==> src/include/lifetime_logger_consts.vh <==
// Constants for the lifetime min/max logger: table layout, access codes,
// reset values and the one-second timebase. Definitions only.
`ifndef LIFETIME_LOGGER_CONSTS_VH
`define LIFETIME_LOGGER_CONSTS_VH

// Subcommand that turns tracking on
`define LTL_CMD_TRACK_EN      16'h0021
// Host access selectors
`define LTL_SUBCLASS_DATA     8'h3b
`define LTL_SUBCLASS_RES      8'h42
`define LTL_BLOCK_LIFETIME    8'h04
// Lifetime data words (32 bytes) and resolution words
`define LTL_DATA_WORDS        6'h10
`define LTL_RES_WORDS         6'h04
// Extremes table word indices
`define LTL_W_MAXV            3'h0
`define LTL_W_MINV            3'h1
`define LTL_W_MAXI            3'h2
`define LTL_W_MINI            3'h3
`define LTL_W_MAXT            3'h4
`define LTL_W_MINT            3'h5
`define LTL_EXT_WORDS         3'h6
// Resolution block word indices
`define LTL_R_TEMP            2'h0
`define LTL_R_VOLT            2'h1
`define LTL_R_CURR            2'h2
`define LTL_R_INTERVAL        2'h3
// Resolution reset values
`define LTL_RST_TEMP_RES      16'h000a
`define LTL_RST_VOLT_RES      16'h0064
`define LTL_RST_CURR_RES      16'h0064
`define LTL_RST_INTERVAL      16'h003c
// Learning-status codes
`define LTL_ST_GOLDEN         8'h02
`define LTL_ST_ENABLED        8'h04
`define LTL_ST_CAP_ONLY       8'h05
`define LTL_ST_LEARNED        8'h06
// Timebase
`define LTL_SECOND_NS         1000000000
`define LTL_CLK_PERIOD_NS     4
`define LTL_CYCLES_PER_SEC    (`LTL_SECOND_NS / `LTL_CLK_PERIOD_NS)

`endif

==> src/lifetime_table_mem.v <==
// Single-port store standing in for the lifetime data flash block.
// Assumes one access per cycle; read data is registered, one cycle late.
`timescale 1ns/1ps
`default_nettype none

module lifetime_table_mem #(
  parameter DW = 16,
  parameter AW = 4
) (
  input  wire          sys_clk,
  input  wire          en,
  input  wire          we,
  input  wire [AW-1:0] addr,
  input  wire [DW-1:0] wrData,
  output reg  [DW-1:0] rdData_q
);

  reg [DW-1:0] store [0:(1<<AW)-1];

  // Nonvolatile contents: no reset on purpose
  always @(posedge sys_clk) begin
    if (en && we) begin
      store[addr] <= wrData;
    end
    if (en) begin
      rdData_q <= store[addr];
    end
  end

endmodule
`default_nettype wire

==> src/lifetime_minmax_logger.v <==
// Lifetime min/max logger: RAM extremes table, windowed flash copy,
// learning-status code and host data-flash block access.
// Assumes all inputs synchronous to sys_clk and one-cycle request pulses.
`timescale 1ns/1ps
`default_nettype none
`include "lifetime_logger_consts.vh"

module lifetime_minmax_logger #(
  parameter       CYCLES_PER_SEC = `LTL_CYCLES_PER_SEC,
  parameter [7:0] STATUS_RESET   = `LTL_ST_GOLDEN
) (
  input  wire        sys_clk,
  input  wire        sys_rst,
  input  wire        subcmdValid,
  input  wire [15:0] subcmdCode,
  input  wire        capLearned,
  input  wire        resLearned,
  input  wire        measValid,
  input  wire [15:0] measVolt,
  input  wire [15:0] measCurr,
  input  wire [15:0] measTemp,
  input  wire        sealed,
  input  wire        hostReq,
  input  wire        hostWrite,
  input  wire [7:0]  hostSubclass,
  input  wire [7:0]  hostBlockSel,
  input  wire [4:0]  hostAddr,
  input  wire [15:0] hostWrData,
  output reg  [15:0] hostRdData_q,
  output reg         hostAck_q,
  output reg         hostErr_q,
  output reg         busy_q,
  output reg         trackingEnable_q,
  output reg  [7:0]  updateStatus_q,
  output reg         loggingActive_q,
  output reg         windowOpen_q,
  output reg         flashCopyDone_q
);

  localparam [1:0] ST_LOAD = 2'h0;
  localparam [1:0] ST_IDLE = 2'h1;
  localparam [1:0] ST_COPY = 2'h2;
  localparam [1:0] ST_HRD  = 2'h3;
  localparam [31:0] TICK_FULL = CYCLES_PER_SEC - 1;
  localparam [27:0] TICK_LAST = TICK_FULL[27:0];

  // Strict "a above b by more than res"
  function beyond;
    input [15:0] a;
    input [15:0] b;
    input [15:0] res;
    reg   [16:0] diff;
    begin
      diff = {1'b0, a} - {1'b0, b};
      beyond = (a > b) && (diff > {1'b0, res});
    end
  endfunction

  reg [1:0]  state_q;
  reg [2:0]  idx_q;
  reg [15:0] ramTab   [0:5];
  reg [15:0] flashTab [0:5];
  reg [15:0] tempRes_q;
  reg [15:0] voltRes_q;
  reg [15:0] currRes_q;
  reg [15:0] interval_q;
  reg [27:0] tickCnt_q;
  reg [15:0] secLeft_q;
  reg        copyPend_q;

  reg        memEn;
  reg        memWe;
  reg [3:0]  memAddr;
  reg [15:0] memWrData;
  wire [15:0] memRdData;

  wire [15:0] measArr [0:2];
  wire [15:0] resArr  [0:2];
  assign measArr[0] = measVolt;
  assign measArr[1] = measCurr;
  assign measArr[2] = measTemp;
  assign resArr[0]  = voltRes_q;
  assign resArr[1]  = currRes_q;
  assign resArr[2]  = tempRes_q;

  wire active = trackingEnable_q && (interval_q != 16'h0000);

  // Host request decode
  wire hostTake  = hostReq && (state_q == ST_IDLE) && !copyPend_q;
  wire sealedOk  = sealed && (hostBlockSel == `LTL_BLOCK_LIFETIME) &&
                   ({1'b0, hostAddr} < `LTL_DATA_WORDS);
  wire dataOk    = !sealed && (hostSubclass == `LTL_SUBCLASS_DATA) &&
                   ({1'b0, hostAddr} < `LTL_DATA_WORDS);
  wire resOk     = !sealed && (hostSubclass == `LTL_SUBCLASS_RES) &&
                   ({1'b0, hostAddr} < `LTL_RES_WORDS);
  wire flashHit  = hostTake && (sealedOk || dataOk);
  wire restartWr = hostTake && hostWrite && sealedOk &&
                   (hostAddr[3:0] < {1'b0, `LTL_EXT_WORDS});

  reg newExtreme;
  integer p;
  always @* begin
    newExtreme = 1'b0;
    for (p = 0; p < 3; p = p + 1) begin
      if (beyond(measArr[p], flashTab[2*p], resArr[p]) ||
          beyond(flashTab[2*p+1], measArr[p], resArr[p])) begin
        newExtreme = 1'b1;
      end
    end
  end

  wire measLive = measValid && active && (state_q != ST_LOAD);
  wire tick     = windowOpen_q && (tickCnt_q == TICK_LAST);
  wire winEnd   = tick && (secLeft_q == 16'h0001);

  // Memory port shared by reload, copy and host access
  always @* begin
    memEn     = 1'b0;
    memWe     = 1'b0;
    memAddr   = hostAddr[3:0];
    memWrData = hostWrData;
    case (state_q)
      ST_LOAD: begin
        memEn   = 1'b1;
        memAddr = {1'b0, idx_q};
      end
      ST_COPY: begin
        memEn     = 1'b1;
        memWe     = 1'b1;
        memAddr   = {1'b0, idx_q};
        memWrData = ramTab[idx_q];
      end
      ST_IDLE: begin
        memEn = flashHit;
        memWe = flashHit && hostWrite;
      end
      default: begin
        memEn = 1'b0;
      end
    endcase
  end

  lifetime_table_mem #(
    .DW (16),
    .AW (4)
  ) u_table (
    .sys_clk  (sys_clk),
    .en       (memEn),
    .we       (memWe),
    .addr     (memAddr),
    .wrData   (memWrData),
    .rdData_q (memRdData)
  );

  // Sequencer: reload after reset, copy, host access
  integer k;
  always @(posedge sys_clk) begin
    if (sys_rst) begin
      state_q         <= ST_LOAD;
      idx_q           <= 3'h0;
      busy_q          <= 1'b1;
      hostAck_q       <= 1'b0;
      hostErr_q       <= 1'b0;
      hostRdData_q    <= 16'h0000;
      flashCopyDone_q <= 1'b0;
      tempRes_q       <= `LTL_RST_TEMP_RES;
      voltRes_q       <= `LTL_RST_VOLT_RES;
      currRes_q       <= `LTL_RST_CURR_RES;
      interval_q      <= `LTL_RST_INTERVAL;
      for (k = 0; k < 6; k = k + 1) begin
        ramTab[k]   <= 16'h0000;
        flashTab[k] <= 16'h0000;
      end
    end else begin
      hostAck_q       <= 1'b0;
      hostErr_q       <= 1'b0;
      flashCopyDone_q <= 1'b0;
      if (measLive) begin
        for (k = 0; k < 3; k = k + 1) begin
          if (measArr[k] > ramTab[2*k]) begin
            ramTab[2*k] <= measArr[k];
          end
          if (measArr[k] < ramTab[2*k+1]) begin
            ramTab[2*k+1] <= measArr[k];
          end
        end
      end
      case (state_q)
        ST_LOAD: begin
          if (idx_q != 3'h0) begin
            ramTab[idx_q - 3'h1]   <= memRdData;
            flashTab[idx_q - 3'h1] <= memRdData;
          end
          if (idx_q == `LTL_EXT_WORDS) begin
            state_q <= ST_IDLE;
            idx_q   <= 3'h0;
            busy_q  <= 1'b0;
          end else begin
            idx_q <= idx_q + 3'h1;
          end
        end
        ST_COPY: begin
          flashTab[idx_q] <= ramTab[idx_q];
          if (idx_q == `LTL_EXT_WORDS - 3'h1) begin
            state_q         <= ST_IDLE;
            idx_q           <= 3'h0;
            busy_q          <= 1'b0;
            flashCopyDone_q <= 1'b1;
          end else begin
            idx_q <= idx_q + 3'h1;
          end
        end
        ST_HRD: begin
          hostRdData_q <= memRdData;
          hostAck_q    <= 1'b1;
          busy_q       <= 1'b0;
          state_q      <= ST_IDLE;
        end
        ST_IDLE: begin
          if (copyPend_q) begin
            state_q <= ST_COPY;
            idx_q   <= 3'h0;
            busy_q  <= 1'b1;
          end else if (hostTake) begin
            if (flashHit && !hostWrite) begin
              state_q <= ST_HRD;
              busy_q  <= 1'b1;
            end else begin
              hostAck_q <= 1'b1;
              hostErr_q <= !(sealedOk || dataOk || resOk);
            end
            if (resOk && hostWrite) begin
              case (hostAddr[1:0])
                `LTL_R_TEMP: tempRes_q  <= hostWrData;
                `LTL_R_VOLT: voltRes_q  <= hostWrData;
                `LTL_R_CURR: currRes_q  <= hostWrData;
                default:     interval_q <= hostWrData;
              endcase
            end else if (resOk) begin
              case (hostAddr[1:0])
                `LTL_R_TEMP: hostRdData_q <= tempRes_q;
                `LTL_R_VOLT: hostRdData_q <= voltRes_q;
                `LTL_R_CURR: hostRdData_q <= currRes_q;
                default:     hostRdData_q <= interval_q;
              endcase
            end
            if (restartWr) begin
              ramTab[hostAddr[2:0]]   <= hostWrData;
              flashTab[hostAddr[2:0]] <= hostWrData;
            end
          end
        end
        default: begin
          state_q <= ST_IDLE;
        end
      endcase
    end
  end

  // Update window timing
  always @(posedge sys_clk) begin
    if (sys_rst) begin
      windowOpen_q    <= 1'b0;
      tickCnt_q       <= 28'h0000000;
      secLeft_q       <= 16'h0000;
      copyPend_q      <= 1'b0;
      loggingActive_q <= 1'b0;
    end else begin
      loggingActive_q <= active;
      if (state_q == ST_IDLE && copyPend_q) begin
        copyPend_q <= 1'b0;
      end
      if (!active) begin
        // Abandoned window: closed without setting a table copy to flash
        windowOpen_q <= 1'b0;
        tickCnt_q    <= 28'h0000000;
      end else if (windowOpen_q) begin
        tickCnt_q <= tick ? 28'h0000000 : tickCnt_q + 28'h0000001;
        if (tick) begin
          secLeft_q <= secLeft_q - 16'h0001;
        end
        if (winEnd) begin
          windowOpen_q <= 1'b0;
          copyPend_q   <= 1'b1;
        end
      end else if (measLive && newExtreme) begin
        windowOpen_q <= 1'b1;
        tickCnt_q    <= 28'h0000000;
        secLeft_q    <= interval_q;
      end
    end
  end

  // Learning status, never written by the host
  always @(posedge sys_clk) begin
    if (sys_rst) begin
      trackingEnable_q <= 1'b0;
      updateStatus_q   <= STATUS_RESET;
    end else begin
      if (subcmdValid && subcmdCode == `LTL_CMD_TRACK_EN) begin
        trackingEnable_q <= 1'b1;
        if (updateStatus_q == `LTL_ST_GOLDEN) begin
          updateStatus_q <= `LTL_ST_LEARNED;
        end else if (updateStatus_q < `LTL_ST_ENABLED) begin
          updateStatus_q <= `LTL_ST_ENABLED;
        end
      end else if (trackingEnable_q) begin
        if (capLearned && updateStatus_q == `LTL_ST_ENABLED) begin
          updateStatus_q <= `LTL_ST_CAP_ONLY;
        end else if (resLearned && updateStatus_q == `LTL_ST_CAP_ONLY) begin
          updateStatus_q <= `LTL_ST_LEARNED;
        end
      end
    end
  end

endmodule
`default_nettype wire

==> config.mk <==
export PLATFORM = sky130hd
export DESIGN_NAME = lifetime_minmax_logger
export DESIGN_NICKNAME = d
export VERILOG_FILES = /design/src/lifetime_table_mem.v /design/src/lifetime_minmax_logger.v
export VERILOG_INCLUDE_DIRS = /design/src /design/src/include
export SDC_FILE = /design/constraint.sdc
export NUM_CORES = 2
export LEC_CHECK = 0
export ABC_AREA = 1
export BUFFER_PORTS_ARGS = -buffer_cell sky130_fd_sc_hd__buf_2
export CAP_MARGIN = 10
export CORE_ASPECT_RATIO = 2
export CORE_MARGIN = 8
export CORE_UTILIZATION = 45
export CTS_CLUSTER_SIZE = 24
export DETAILED_ROUTE_END_ITERATION = 7
export PLACE_DENSITY = 0.71
export SYNTH_ARGS = -nofsm -noshare
export SYNTH_HDL_FRONTEND = slang
export SYNTH_SLANG_ARGS = --single-unit
==> constraint.sdc <==
create_clock -name sys_clk -period 3.3 [get_ports sys_clk]
set_input_delay 0.33 -clock sys_clk [delete_from_list [all_inputs] [get_ports sys_clk]]
set_output_delay 0.33 -clock sys_clk [all_outputs]
set_load 0.01 [all_outputs]
== Yosys cells after proc, flatten, opt, wreduce, memory -nomap -nowiden ==
Memory sizes are Yosys's and may differ from the RTL's. A register that Yosys moved wholly into a read port is not among the register bits.
Index checks and enable logic that the tools add are counted.
W data, S select, Z words.
Word-level totals
  register bits after elaboration: 145
  bits in writable memories: 448
  input port bits: 110
  word-level logic and storage cells: 275
  memories kept: 3
Memory list
  u_table.store: depth 16, width 16, read ports 1, clocked after Yosys merged registers in 1, wr ports 1, line lifetime_table_mem.v:18  | reg [DW-1:0] store [0:(1<<AW)-1];
  flashTab: depth 6, width 16, read ports 6, clocked after Yosys merged registers in 0, wr ports 6, line lifetime_minmax_logger.v:62  | reg [15:0] flashTab [0:5];
  ramTab: depth 6, width 16, read ports 7, clocked after Yosys merged registers in 1, wr ports 7, line lifetime_minmax_logger.v:61  | reg [15:0] ramTab [0:5];
Operators by class
  add/subtract/negate cells: 10
  order comparisons: 22
  equal/unequal tests: 27
  muxes and demuxes: 114
  bitwise gates (word level): 12
  reduce and logical (&&, ||, !) cells: 69
Operators by type and width (count)
  $mux W16: 18
  $gt A16 B16 Y1: 9
  $gt A17 B16 Y1: 6
  $sub A16 B16 Y17: 6
  $mux W28: 3
  $mux W1: 64
  $reduce_or A16 Y1: 4
  $lt A16 B16 Y1: 3
  $mux W8: 6
  $pmux W16 S3: 1
  $logic_and A1 B1 Y1: 32
  $pmux W16 S2: 1
  $add A28 B1 Y28 const B: 1
  $eq A28 B28 Y1 const B: 1
  $mux W3: 9
  $reduce_and A5 Y1: 5
  $eq A8 B3 Y1 const B: 3
  $eq A16 B1 Y1 const B: 1
  $eq A16 B6 Y1 const B: 1
  $reduce_bool A16 Y1: 1
  $sub A16 B1 Y16 const B: 1
  $ne A2 B2 Y1 const B: 7
  $mux W2: 5
  $pmux W3 S3: 1
  32 further kinds: 65

== Longest topological paths before layout ==
  depth after elaboration: 14
  mapped depth: 29
  gate-level depth less buffers: 28

== Cells and area by module ==
From an unflattened synthesis, not the netlist that was laid out.
Second synthesis, totals
  cells, all modules: 4600
  area total of the unflattened synthesis: 38374.3 µm²
Modules (own cells, without submodules)
  lifetime_minmax_logger: instances 1, cells each 3528, area an instance 27054.7 µm², sequential area each 9589.2 µm²
  lifetime_table_mem: instances 1, cells each 1072, area an instance 11319.6 µm², sequential area each 8167.8 µm²

== Worst setup path after synthesis ==
OpenSTA, ideal clock, no wires.
  path type: input -> register
  start: input measTemp[0]
  end: register secLeft_q[11]
  setup time: 115 ps
  data arrival time: 3305 ps
  data required time: 3185 ps
  slack: -120 ps
  stages on the path: 28
  cell sequence: inv_1 > ha_1 > fa_1 > o21ai_2 > nand2_1 > nand2_1 > nand3_1 > nand2_1 > a311o_1 > a21oi_1 > xnor2_1 > ha_1 > nand2_1 > inv_1 > nand3_1 > nor2_1 > nand3_1 > nand3_1 > nand3_1 > nand2_1 > inv_1 > nand2_2 > nand2_2 > nand2_4 > buf_6 > nand3_1 > nand2_1 > nor2_1
Between the ends
  cells in the longest elaborated chain, start to end: 8
  elaborated cells on any way between the ends: 13
  those cells by class: add/sub (2); order compare (4); mux (1); reduce/logical (6)
RTL lines
  start, declared: line lifetime_minmax_logger.v:21  | input wire [15:0] measTemp,
  $sub A16 B16 Y17: line lifetime_minmax_logger.v:54  | diff = {1'b0, a} - {1'b0, b};
  $gt A17 B16 Y1: line lifetime_minmax_logger.v:55  | beyond = (a > b) && (diff > {1'b0, res});
  $logic_and A1 B1 Y1: line lifetime_minmax_logger.v:55
  $logic_or A1 B1 Y1 (*): line lifetime_minmax_logger.v:105  | if (beyond(measArr[p], flashTab[2*p], resArr[p]) ||
  $mux W1 (*): line lifetime_minmax_logger.v:105
  $logic_and A1 B1 Y1 (*): line lifetime_minmax_logger.v:286  | end else if (measLive && newExtreme) begin
  $reduce_bool A2 Y1 (no source line) (*)
  $reduce_and A3 Y1 (no source line) (*)
  end signal, assigned: line lifetime_minmax_logger.v:280  | secLeft_q <= secLeft_q - 16'h0001;
  end signal, assigned: line lifetime_minmax_logger.v:289  | secLeft_q <= interval_q;
  end, declared: line lifetime_minmax_logger.v:68  | reg [15:0] secLeft_q;
Every way passes the cells marked *; elsewhere a longest branch is shown, timed or not.
A chain may end at the register's enable or synchronous reset.

==> impl_metrics.tcl <==
set metrics [dict create \
    status "finished, violations left" \
    failed_checks "negative setup slack" \
    clock_power_share_pct 23.3 \
    whs_endpoint "ramTab[1][0]" \
    cts_made_buffers 56 \
    crit_arrival_ns 4.49 \
    layout.nets 5122 \
    portBuffers 135 \
    slew_headroom_pct 24.7 \
    power_density_nw_per_um2 653 \
    critPathKind "register to register" \
    min_path_cells 3 \
    p_int_uw 18400 \
    clk_pin_slew_ns 0.07 \
    r2r_end "tickCnt_q[7]" \
    fillers 7163 \
    busiest_layer "met2" \
    h-tree-depth 2 \
    clock_path_buffers 3 \
    min_from "measVolt[0]" \
    cts_root_buf "clkbuf_16" \
    use_met3_pct 4.25 \
    coreArea_um2 81300 \
    place.gp.congestion 1.08 \
    synth-main-ff-cell "edfxtp_1" \
    synth_top_cell_area_share_pct 40.3 \
    post-place-cells 5678 \
    cpMostUsedCell "nand2_1" \
    synth_seq_cells 639 \
    grt-ovfl-total 0 \
    start_util_pct 45.5 \
    max-cap-violations 0 \
    total_power_uw 30200 \
    reg2regPathDepth 26 \
    hpwlAfterDp_um 108000 \
    vdd_drop_max_mv 0.479 \
    fin_cells 5812 \
    worstPathRequired_ns 3.87 \
    hold_viol 0 \
    yosysTopAreaCell "edfxtp_1" \
    cp_slowest_stage_delay_ns 0.40 \
    final_common_cell "buf_4" \
    synthArstFlopShare_pct 0 \
    worst_pin_slew_ns 1.12 \
    cp-end-kind "register" \
    wire_per_inst_um 23.9 \
    swShare_pct 39.2 \
    finalCritPeriodShare_pct 119 \
    clock_sinks 639 \
    synth_area_um2 37000 \
    min_path_type "input pin to register" \
    fin_ws_ns -0.613 \
    drc 0 \
    grtUsageMet1_pct 29.8 \
    first_iter_violations 2850 \
    boundaryPins 141 \
    cts_tree "done" \
    antenna_found_initial 12 \
    vias 33161 \
    setup_viol_count_final 45 \
    p_seq_share_pct 32.8 \
    chipWidth_um 219 \
    p_switching_uw 11800 \
    p_leak_uw 0.0191 \
    ys_seq_area_share_pct 48.0 \
    finalMaxSlewViolations 0 \
    firstDrtPassIters 8 \
    syn-instance-count 4065 \
    die_h_um 421 \
    ant_nets 0 \
    cp_max_fo 6 \
    synth_area_leaders "edfxtp_1, ha_1, dfxtp_1, a21oi_1, inv_1" \
    grt_use_met2_pct 50.2 \
    r2r-start "flashTab[1][3]" \
    rsz0062_at_grt "true" \
    synth.distinct_cells 70 \
    r2r_setup_slack_ns -0.61 \
    avgViaCountPerCell 5.71 \
    finalClockSkew_ns 0.0265 \
    grt_use_total_pct 29.3 \
    grt_pass1_wl_um 201000 \
    synth_edf_count 496 \
    clock_latency_ns 0.68 \
    std_cell_rows 148 \
    area_growth_pct 25.1 \
    wl_um 139000 \
    crit_path_top_delay_cell "edfxtp_1" \
    synth_area_per_cell_um2 9.09 \
    combPwrFrac_pct 43.8 \
    dieArea_um2 92100 \
    grt_max_degree 103 \
    drive_above_1_share_pct 23.6 \
    critPathLaunchType "register" \
    layout_common_cells "buf_4, inv_1, edfxtp_1" \
    fin_crit_ns 3.91 \
    clock.fmax_ghz 0.256 \
    grt_pass1_vias 32901 \
    yosys_warnings 0 \
]
==> per-stage QoR <==
stage / setup WS [ns] / area (um2) / hold slack, ns / utilization (%) / TNS [ns]
floorplan: 0.00349 / 37000 / 0.439 / - / 0
global placement: -0.866 / 43000 / 0.447 / 52.9 / -36.31
detailed placement: -0.864 / 43000 / 0.457 / 52.9 / -36.61
CTS: -0.560 / 45400 / 0.00649 / 55.9 / -22.38
global route: -0.788 / 46200 / 0.0205 / 56.9 / -32.56
finish: -0.613 / 46200 / 0.0244 / 56.9 / -24.41
==> power groups by stage <==
stage | clock network, uW | logic [uW] | registers (uW)
floorplan | 0 | 6450 | 9840
global placement | 0 | 12200 | 10000
detailed placement | 0 | 12400 | 10100
CTS | 7090 | 12500 | 9870
global route | 7370 | 14100 | 9930
finish | 7040 | 13200 | 9910
==> critical path: cells and delay by family, from the launching register on <==
family / cells / cell delay (ns)
xor gates and xnor gates: 1 / 0.15
AOI/OAI and AO/OA: 6 / 0.96
buffers and inverters: 4 / 0.49
DFF: 1 / 0.40
and+or+nand+nor: 13 / 1.18
adders and majority gates: 2 / 0.63
==> registers in the layout, indices dropped and copies added (netlist names), 2 cells and up, named ones only <==
signal and cells:
u_table.store 256, flashTab 96, interval_q 16, updateStatus_q 3, voltRes_q 16, idx_q 3, hostRdData_q 16, tickCnt_q 28
currRes_q 16, secLeft_q 16, ramTab 128, beyond.res 16, state_q 2, u_table.rdData_q 16
==> cell type report <==
class / count / area (um2) / area share, %
Antenna cell: 5 / 12.5 / 0.0271
Tap cell: 1050 / 1310 / 2.84
Timing Repair Buffer: 728 / 5530 / 12.0
Clock buffer: 74 / 1550 / 3.36
Sequential cell: 639 / 17800 / 38.4
Inverter: 570 / 2150 / 4.64
Multi-Input combinational cell: 2714 / 17500 / 37.9
Clock inverter: 32 / 400 / 0.866
==> cell usage after synthesis, types with 15 or more instances <==
library cell and n:
inv_1 554, nand2_1 512, edfxtp_1 496, a21oi_1 423
o21ai_0 351, ha_1 297, nor2_1 297, nand3_1 160
dfxtp_1 143, a22oi_1 128, clkbuf_1 89, o22ai_1 67
nand4_1 66, xnor2_1 50, xor2_1 42, nor3_1 32
a31oi_1 31, nand2_2 28, nor4_1 26, buf_2 25
o21ai_1 19, buf_1 16, o211ai_1 16, or4_1 16
a21o_1 15
==> metal layers <==
metal  vias up  wire length, um
li1      15580                -
met1     15643            46100
met2      1436            67800
met3       498             8570
met4         4            16400
met5         -               32
==> cells by family (layout without fill, tap and decap cells) <==
group / count (synthesis) / in the layout / share of synthesized area (%)
buffers and inverters: 719 / 1404 / 7.63
AOI/OAI and AO/OA: 1114 / 1114 / 17.1
DFF: 639 / 639 / 48.0
adders and majority gates: 303 / 303 / 10.4
other: 1 / 10 / 0.0101
xor gates and xnor gates: 92 / 92 / 2.18
and+or+nand+nor: 1197 / 1200 / 14.6
==> worst max path at each step <==
stage,from,depth (start not counted),to
floorplan,measCurr[6],24,secLeft_q[10]
global placement,measVolt[0],26,secLeft_q[15]
detailed placement,measVolt[0],26,secLeft_q[13]
CTS,flashTab[0][1],25,tickCnt_q[15]
global route,flashTab[3][8],24,tickCnt_q[7]
finish,flashTab[1][3],26,tickCnt_q[7]
==> what timing repair did <==
item,4_1_cts,5_1_grt
endpoints found under the setup margin,53,98
buffers inserted,6,8
gates cloned,4,2
endpoints found under the hold margin,4,0
hold buffers,3,0
gates resized for setup,77,144
pin swaps,18,40
Power figures use the tool's default switching activity.
